## src/uerp_pkg.sv

```systemverilog
package uerp_pkg;
    // Bit positions of the error-report vector, one line per error kind.
    localparam int REP_W = 8;
    localparam int REP_UR = 0;
    localparam int REP_CPL_ABORT = 1;
    localparam int REP_CPL_TIMEOUT = 2;
    localparam int REP_CPL_UNEXPECT = 3;
    localparam int REP_ATOMIC_BLOCKED = 4;
    localparam int REP_ECRC = 5;
    localparam int REP_COR = 6;
    localparam int REP_INTERNAL_COR = 7;
    localparam logic [REP_W-1:0] REP_NONE = 8'h00;

    localparam int PWR_W = 2;
    localparam logic [PWR_W-1:0] PWR_FULLY_ON = 2'h0;
    localparam logic [PWR_W-1:0] PWR_RESET = 2'h0;

    // Message kinds; also the index into the message enable vector.
    localparam int MSG_W = 2;
    localparam int MSG_KINDS = 3;
    localparam logic [MSG_W-1:0] MSG_COR = 2'h0;
    localparam logic [MSG_W-1:0] MSG_NONFATAL = 2'h1;
    localparam logic [MSG_W-1:0] MSG_FATAL = 2'h2;

    localparam logic CPL_STATUS_UR = 1'h0;
    localparam logic CPL_STATUS_CA = 1'h1;

    typedef enum logic [1:0] {
        UERP_ST_IDLE = 2'h1,
        UERP_ST_WAIT = 2'h2
    } uerp_state_t;
endpackage : uerp_pkg

```

## src/uerp_if.sv

```systemverilog
interface uerp_if;
    logic [7:0] report;
    logic posted;
    logic no_recovery;
    logic [1:0] power_state_bits;
    logic wake_event_enable;
    logic wake_request_in;

    modport core_mp (
        input report,
        input posted,
        input no_recovery,
        input wake_request_in,
        output power_state_bits,
        output wake_event_enable
    );

    modport user_mp (
        output report,
        output posted,
        output no_recovery,
        output wake_request_in,
        input power_state_bits,
        input wake_event_enable
    );
endinterface : uerp_if

```

## src/uerp_core_end.sv

```systemverilog
// Overview of operation
// - User raises at most one report per cycle.
// - Several errors in one packet: report one.
// - Posted qualifier picks completion or message for UR; CA always gets a completion.
// - Report only while power state is fully-on.
// - Non-fully-on with wake enable: pulse wake, wait.
// - Non-fully-on without wake enable: just wait.
// - Non-posted UR: UR completion, optional correctable message.
// - Posted UR: non-fatal, or severity-selected when advanced.
// - Non-posted CA: CA completion, non-fatal or correctable.
// - Posted CA: CA completion, non-fatal or severity-selected.
// - Recoverable timeout, unexpected, atomic: advisory or correctable.
// - Unrecoverable timeout: non-fatal or severity-selected.
// - ECRC: non-fatal or severity-selected.
// - Correctable kinds send correctable message when its enable bit is set.
module uerp_core_end (
    input wire logic i_sys_clk,
    input wire logic i_reset_n,
    uerp_if.core_mp link,
    input wire logic [1:0] i_power_state,
    input wire logic i_wake_event_enable,
    input wire logic i_advanced_error_reporting_enable,
    input wire logic [7:0] i_fatal_severity,
    input wire logic [2:0] i_msg_enable,
    output logic o_send_cpl,
    output logic o_cpl_status,
    output logic o_send_msg,
    output logic [1:0] o_msg_kind,
    output logic o_wake_req,
    output logic o_misuse
);
    logic send_cpl_r;
    logic send_cpl_nxt;
    logic cpl_status_r;
    logic cpl_status_nxt;
    logic send_msg_r;
    logic send_msg_nxt;
    logic [1:0] msg_kind_r;
    logic [1:0] msg_kind_nxt;
    logic wake_req_r;
    logic wake_req_nxt;
    logic misuse_r;
    logic misuse_nxt;
    logic [1:0] power_r;
    logic [1:0] power_nxt;
    logic wake_en_r;
    logic wake_en_nxt;

    assign link.power_state_bits = power_r;
    assign link.wake_event_enable = wake_en_r;
    assign o_send_cpl = send_cpl_r;
    assign o_cpl_status = cpl_status_r;
    assign o_send_msg = send_msg_r;
    assign o_msg_kind = msg_kind_r;
    assign o_wake_req = wake_req_r;
    assign o_misuse = misuse_r;

    // Uncorrectable kind: non-fatal unless advanced reporting marks it fatal.
    function automatic logic [1:0] uncor_kind(input logic adv, input logic fatal);
        uncor_kind = (adv && fatal) ? uerp_pkg::MSG_FATAL : uerp_pkg::MSG_NONFATAL;
    endfunction : uncor_kind

    always_comb
    begin
        logic [7:0] rep;
        logic want_msg;
        logic multi;
        logic [1:0] kind;
        rep = link.report;
        want_msg = 1'b0;
        kind = uerp_pkg::MSG_COR;
        send_cpl_nxt = 1'b0;
        cpl_status_nxt = cpl_status_r;
        power_nxt = i_power_state;
        wake_en_nxt = i_wake_event_enable;
        wake_req_nxt = link.wake_request_in;
        // Two lines at once has no defined meaning, so nothing is sent.
        multi = (rep & (rep - 8'h01)) != 8'h00;
        misuse_nxt = (rep != uerp_pkg::REP_NONE)
            && (multi || power_r != uerp_pkg::PWR_FULLY_ON);
        if (!multi)
        begin
            if (rep[uerp_pkg::REP_UR])
            begin
                if (!link.posted)
                begin
                    send_cpl_nxt = 1'b1;
                    cpl_status_nxt = uerp_pkg::CPL_STATUS_UR;
                    want_msg = i_advanced_error_reporting_enable;
                    kind = uerp_pkg::MSG_COR;
                end
                else
                begin
                    want_msg = 1'b1;
                    kind = uncor_kind(i_advanced_error_reporting_enable,
                        i_fatal_severity[uerp_pkg::REP_UR]);
                end
            end
            if (rep[uerp_pkg::REP_CPL_ABORT])
            begin
                send_cpl_nxt = 1'b1;
                cpl_status_nxt = uerp_pkg::CPL_STATUS_CA;
                want_msg = 1'b1;
                if (!link.posted)
                begin
                    kind = i_advanced_error_reporting_enable ? uerp_pkg::MSG_COR
                        : uerp_pkg::MSG_NONFATAL;
                end
                else
                begin
                    kind = uncor_kind(i_advanced_error_reporting_enable,
                        i_fatal_severity[uerp_pkg::REP_CPL_ABORT]);
                end
            end
            if (rep[uerp_pkg::REP_CPL_TIMEOUT])
            begin
                if (link.no_recovery)
                begin
                    want_msg = 1'b1;
                    kind = uncor_kind(i_advanced_error_reporting_enable,
                        i_fatal_severity[uerp_pkg::REP_CPL_TIMEOUT]);
                end
                else
                begin
                    want_msg = i_advanced_error_reporting_enable;
                    kind = uerp_pkg::MSG_COR;
                end
            end
            if (rep[uerp_pkg::REP_CPL_UNEXPECT] || rep[uerp_pkg::REP_ATOMIC_BLOCKED])
            begin
                // Advisory non-fatal unless advanced: only status would change.
                want_msg = i_advanced_error_reporting_enable;
                kind = uerp_pkg::MSG_COR;
            end
            if (rep[uerp_pkg::REP_ECRC])
            begin
                want_msg = 1'b1;
                kind = uncor_kind(i_advanced_error_reporting_enable,
                    i_fatal_severity[uerp_pkg::REP_ECRC]);
            end
            if (rep[uerp_pkg::REP_COR] || rep[uerp_pkg::REP_INTERNAL_COR])
            begin
                want_msg = 1'b1;
                kind = uerp_pkg::MSG_COR;
            end
        end
        send_msg_nxt = want_msg && i_msg_enable[kind];
        msg_kind_nxt = want_msg ? kind : msg_kind_r;
    end

    always_ff @(posedge i_sys_clk)
    begin
        if (!i_reset_n)
        begin
            send_cpl_r <= 1'b0;
            cpl_status_r <= uerp_pkg::CPL_STATUS_UR;
            send_msg_r <= 1'b0;
            msg_kind_r <= uerp_pkg::MSG_COR;
            wake_req_r <= 1'b0;
            misuse_r <= 1'b0;
            power_r <= uerp_pkg::PWR_RESET;
            wake_en_r <= 1'b0;
        end
        else
        begin
            send_cpl_r <= send_cpl_nxt;
            cpl_status_r <= cpl_status_nxt;
            send_msg_r <= send_msg_nxt;
            msg_kind_r <= msg_kind_nxt;
            wake_req_r <= wake_req_nxt;
            misuse_r <= misuse_nxt;
            power_r <= power_nxt;
            wake_en_r <= wake_en_nxt;
        end
    end
endmodule : uerp_core_end

```

## src/flat_wrapper.sv

```systemverilog
// flat-port wrapper written by rule: the top's interface ports become plain ports
module uerp_core_end_flat 
  (i_sys_clk, i_reset_n, i_power_state, i_wake_event_enable, i_advanced_error_reporting_enable, i_fatal_severity, i_msg_enable, o_send_cpl, o_cpl_status, o_send_msg, o_msg_kind, o_wake_req, o_misuse, link_report, link_posted, link_no_recovery, link_wake_request_in, link_power_state_bits, link_wake_event_enable);
  uerp_if link_i ();
  input wire logic i_sys_clk;
  input wire logic i_reset_n;
  input wire logic [1:0] i_power_state;
  input wire logic i_wake_event_enable;
  input wire logic i_advanced_error_reporting_enable;
  input wire logic [7:0] i_fatal_severity;
  input wire logic [2:0] i_msg_enable;
  output logic o_send_cpl;
  output logic o_cpl_status;
  output logic o_send_msg;
  output logic [1:0] o_msg_kind;
  output logic o_wake_req;
  output logic o_misuse;
  input wire logic [$bits(link_i.report)-1:0] link_report;
  input wire logic [$bits(link_i.posted)-1:0] link_posted;
  input wire logic [$bits(link_i.no_recovery)-1:0] link_no_recovery;
  input wire logic [$bits(link_i.wake_request_in)-1:0] link_wake_request_in;
  output wire logic [$bits(link_i.power_state_bits)-1:0] link_power_state_bits;
  output wire logic [$bits(link_i.wake_event_enable)-1:0] link_wake_event_enable;
  assign link_i.report = link_report;
  assign link_i.posted = link_posted;
  assign link_i.no_recovery = link_no_recovery;
  assign link_i.wake_request_in = link_wake_request_in;
  assign link_power_state_bits = link_i.power_state_bits;
  assign link_wake_event_enable = link_i.wake_event_enable;
  uerp_core_end u_core (.i_sys_clk(i_sys_clk), .i_reset_n(i_reset_n), .link(link_i), .i_power_state(i_power_state), .i_wake_event_enable(i_wake_event_enable), .i_advanced_error_reporting_enable(i_advanced_error_reporting_enable), .i_fatal_severity(i_fatal_severity), .i_msg_enable(i_msg_enable), .o_send_cpl(o_send_cpl), .o_cpl_status(o_cpl_status), .o_send_msg(o_send_msg), .o_msg_kind(o_msg_kind), .o_wake_req(o_wake_req), .o_misuse(o_misuse));
endmodule
```

## config.mk

```make
export PLATFORM = sky130hd
export DESIGN_NAME = uerp_core_end_flat
export DESIGN_NICKNAME = d
export VERILOG_FILES = /design/src/uerp_pkg.sv /design/src/uerp_if.sv /design/src/uerp_core_end.sv /design/src/flat_wrapper.sv
export SDC_FILE = /design/constraint.sdc
export NUM_CORES = 1
export LEC_CHECK = 0
export ABC_AREA = 1
export CORE_UTILIZATION = 45
export CTS_BUF_LIST = sky130_fd_sc_hd__clkbuf_16
export DETAILED_ROUTE_END_ITERATION = 10
export DONT_BUFFER_PORTS = 1
export PLACE_DENSITY_LB_ADDON = 0.08
export REMOVE_ABC_BUFFERS = 1
export SLEW_MARGIN = 25
export SYNTH_ARGS = -nofsm -noshare
export SYNTH_HDL_FRONTEND = slang
export SYNTH_SLANG_ARGS = --single-unit
```

## constraint.sdc

```tcl
create_clock -name i_sys_clk -period 1 [get_ports i_sys_clk]
set_input_delay 0.05 -clock i_sys_clk [delete_from_list [all_inputs] [get_ports i_sys_clk]]
set_output_delay 0.05 -clock i_sys_clk [all_outputs]
set_load 0.05 [all_outputs]
```

==> Word level (Yosys, flattened, before mapping) <==
Index checks and enable logic that the tools add are counted.
{ "word_totals": {"ff_bits": 10, "latchBits": 0, "mem_bits_rw": 0, "mem_bits_ro": 0, "input_bits": 28, "out_inout_bits": 10, "wordCells": 61, "mem_count": 0} }
{ "op_classes": {"addsub": 1, "n_mul": 0, "n_div": 0, "n_lt_le_gt_ge": 1, "eq_ne": 1, "shift": 0, "mux": 32, "bitwise_logic": 3, "reduce_logical": 15} }
{ "op_table": {"columns": ["operator", "count"], "rows": [
  ["2-bit 2-to-1 mux", 14],
  ["1-bit 2-to-1 mux", 17],
  ["8-bit nonzero test", 2],
  ["8-bit AND", 1],
  ["8-bit by 1-bit subtractor with 8-bit output, second input constant", 1],
  ["1-bit logical AND", 6],
  ["2-bit nonzero test", 2],
  ["1-bit logical OR", 3],
  ["2-bit by 3-bit < comparator with 1-bit output, second input constant", 1],
  ["3-bit AND reduction", 1],
  ["1-bit binary-select mux with 2-bit select", 1],
  ["2-bit != test, second input constant", 1],
  ["1-bit NOT", 2],
  ["2-bit OR reduction", 1]
]} }

==> Depth between registers and ports, before layout <==
{ "logic_depth": {"ltp_word": 13, "ltp_mapped": 11, "mapped_depth_nobuf": 10} }

==> Worst setup path before layout <==
Ideal clock, no wire load.
{ "synth_timing": {"kind": "input-to-reg", "start": "input port link_report[1]", "end": "register u_core.send_msg_r, in the netlist u_core.o_send_msg", "setup_time_ns": 0.114, "arrival_ns": 0.902, "required_ns": 0.886, "setup_slack_ns": -0.016, "cell_stages": 11, "cell_sequence": "buf_6 > nor2_4 > nand2_2 > nand2_2 > nand2_1 > nor2_2 > nand2_2 > nor2_4 > nand2_1 > nand3_2 > a21oi_2"} }
{ "synth_via": {"elab_chain_len": 9, "word_cells_on_any_way": 18, "cone_classes": "1 x add/sub; 14 x mux; 1 x bitwise; 2 x reduce/logical"} }
{ "synth_rtl": {"columns": ["item", "line_no", "source"], "rows": [
  ["start: declaration", "flat_wrapper.sv:18", "input wire logic [$bits(link_i.report)-1:0] link_report;"],
  ["branches (longest 8 deep; another with 8-bit by 1-bit subtractor with 8-bit output)", null, null],
  ["1-bit logical AND *", "uerp_core_end.sv:147", "send_msg_nxt = want_msg && i_msg_enable[kind];"],
  ["end signal: assignment", "uerp_core_end.sv:168", "send_msg_r <= send_msg_nxt;"],
  ["end: declaration", "uerp_core_end.sv:36", "logic send_msg_r;"]
]} }
Every way passes the cells marked *. The select of a mux whose other input is x is not followed.
A chain may end at the register's enable or synchronous reset.

==> Worst setup path after layout <==
{ "layout_timing": {"start": "register u_core.wake_en_r, in the netlist u_core.link.wake_event_enable", "end": "output port link_wake_event_enable"} }
{ "layout_lines": {"columns": ["item", "line_no", "source"], "rows": [
  ["start: declaration", "uerp_core_end.sv:46", "logic wake_en_r;"],
  ["start signal: assignment", "uerp_core_end.sv:173", "wake_en_r <= wake_en_nxt;"],
  ["end: declaration", "flat_wrapper.sv:23", "output wire logic [$bits(link_i.wake_event_enable)-1:0] link_wake_event_enable;"]
]} }
No word-level cell between the ends.

==> flow_summary.ini <==
[status]
outcome = finished, final reports clean

[synth]
synth_area_per_cell_sq_um = 6.70
yosysTopAreaCell = dfxtp_1
yosys.cell_count.top_type = nand2_1
synth_edf_count = 0
synth_flop_cell = dfxtp_1
synth_top_area_share_pct = 26.9
async_flop_share_pct = 0
synth_seq_cells = 10
synth_commonest_cells = 26 x nand2_1, 18 x inv_1, 11 x nand3_1, 10 x dfxtp_1, 9 x nor2_1
synth_area_sq_um = 743
ys_seq_area_share_pct = 26.9
synth_cells = 111
synth_area_leaders = dfxtp_1 27%, nand2_1 13%, inv_1 9.1%
synth_warnings = 0
synthDistinctLibCells = 22

[timing]
worstMarginPinSlew_ps = 477
fin_crit_ps = 890
drv_slew = 0
relSlewSlack_pct = 68.2
rsz0062_at_grt = false
finalSetupViolations = 0
max_freq_mhz = 1120
finalCritPeriodShare_pct = 89.0
fin_skew_ps = 0.212
finalWorstSetupSlack_ps = 110
hold_viol_final = 0

[die]
dieWidth_um = 42.6
start_util_pct = 48.8
core_area_sq_um = 1520
die_h_um = 42.6
die_area_sq_um = 1820
pin_count = 38
num_rows = 14

[worst_setup_path]
startpoint_type = flop
arrival_ps = 840
r2r_end = u_core.o_misuse
rrSetupSlack_ps = 280
critPathRequiredTime_ps = 950
r2r_start = u_core.link.power_state_bits[1]
r2r_cells = 2
crit_type = reg -> out
end_kind = output port
critPathMaxFanout = 1

[global_routing]
overflow = 0
track_usage_pct = 19.2
gr-usage-met3_pct = 7.76
grt_use_met1_pct = 24.3
busiest_layer = met2
antenna_found_initial = 0
grt_pass1_wl_mm = 2.62
gr-usage-met2_pct = 30.6
grt_max_degree = 9
grt_pass1_vias = 642

[power_and_ir_drop]
sw_frac_of_total_pct = 23.5
power_frac_comb_pct = 15.2
seqPwrFrac_pct = 33.3
p_int_mw = 1.02
p_switching_mw = 0.313
pwr-share-clk_pct = 51.5
leakage_nw = 0.491
power.total_mw = 1.33
power-per-cell-area_nw_per_um2 = 1380
ir_drop_mv = 1.14

[route]
drc = 0
routedWlPerCell_um = 11.0
vias = 714
dr.pass1.iters = 4
wl_mm = 1.60
ant_nets = 0
viasPerCell = 4.92
dr.first_iter.drc_count = 21

[cts]
clockRootBuffer = clkbuf_16
postCtsSetupBuffers = 0
numCtsBuffers = 3
clkSinkCount = 10
cts_hold_buffers = 7
cts_tree = done
cts.clk_slew.worst_paths_ps = 40
insertion_delay_ps = 230
cts.htree.levels = 1
ctsResizeCount = 0
cts_buffer_depth = 2

[layout]
stdcell_count = 145
num_antenna_cells = 0
drive_above_1_share_pct = 27.9
syn_to_final_growth_pct = 29.8
fin_nets = 159

[job]
drv_cap = 0

[placement]
gp_congestion = 0.754
pre_cts_slack_ps = -12.9
dp.cells = 135
dp_hpwl_mm = 1.24
io_buffers = 0

[worst_hold_path]
worstHoldEndpoint = u_core.o_send_cpl
hp-class = in -> reg
worstHoldStart = i_reset_n
holdPathStages = 2
[worst register-to-register path, stage by stage (launching register included)]
cell	delay [ps]
dfxtp_1	320
o31ai_1	240
inv_1	60
[how the worst max path moves through the flow]
stage	startpoint	end	slack (ps)	depth (start not counted)
after floorplan	link_report[5]	u_core.o_send_msg	70	9
after global placement	link_report[3]	u_core.o_send_msg	1	10
after detailed placement	link_report[3]	u_core.o_send_msg	-10	10
after CTS	u_core.link.wake_event_enable	link_wake_event_enable	100	0
after global routing	u_core.link.wake_event_enable	link_wake_event_enable	80	0
final	u_core.link.wake_event_enable	link_wake_event_enable	110	0
[metal layers]
metal	part of all wire (%)	wire length [um]
met5	0	0
met4	0	0
met3	6.8	108
met2	47	744
met1	47	744
[cells in the final DEF (no fill, tap or decap), drive strengths merged]
cell type     n
o31ai         1
dlygate4sd3   7
inv          21
nor3          1
clkbuf        3
o211ai        1
or2           1
buf           9
a21oi         8
nor2         15
nand2        35
nand3        15
a21boi        1
dfxtp        10
o21ai         1
[cell families after synthesis]
family                 Yosys count  share of synthesized area, %
AND/OR/NAND/NOR                 67                          50.8
buffers and inverters           22                          12.1
AO/OA/AOI/OAI                   12                          10.1
flip-flops                      10                          26.9
[power groups by stage]
stage               clock [mW]  combinational [mW]  sequential [mW]
CTS                      0.698               0.202            0.441
floorplan                    0               0.124            0.465
global route             0.719               0.224            0.443
global placement             0               0.175            0.448
detailed placement           0               0.177            0.448
finish                   0.684               0.202            0.442
[sequential cells by signal, indices dropped and copies added, names as in the netlist]
signal	flops
u_core.o_send_cpl	1
u_core.o_msg_kind	2
u_core.o_wake_req	1
u_core.link.power_state_bits	2
u_core.link.wake_event_enable	1
u_core.o_misuse	1
u_core.o_cpl_status	1
u_core.o_send_msg	1
[final cells by class]
type | count | area [sq um]
Clock buffer | 3 | 75.1
Fill cell | 144 | 559
Inverter | 21 | 78.8
Multi-Input combinational cell | 79 | 453
Sequential cell | 10 | 200
Tap cell | 16 | 20.0
Timing Repair Buffer | 16 | 138
[metrics by stage]
| stage | instance area [sq um] | hold WS, ps | util (%) | setup TNS (ps) |
|---|---|---|---|---|
| after floorplan | 732 | 143 | - | 0 |
| after global placement | 820 | 144 | 53.8 | 0 |
| after detailed placement | 820 | 149 | 53.8 | -12.9 |
| after CTS | 965 | 18.8 | 63.3 | 0 |
| after global routing | 965 | 32.8 | 63.3 | 0 |
| final | 965 | 28.5 | 63.3 | 0 |
Note: power is estimated with default switching activity, not from simulation.
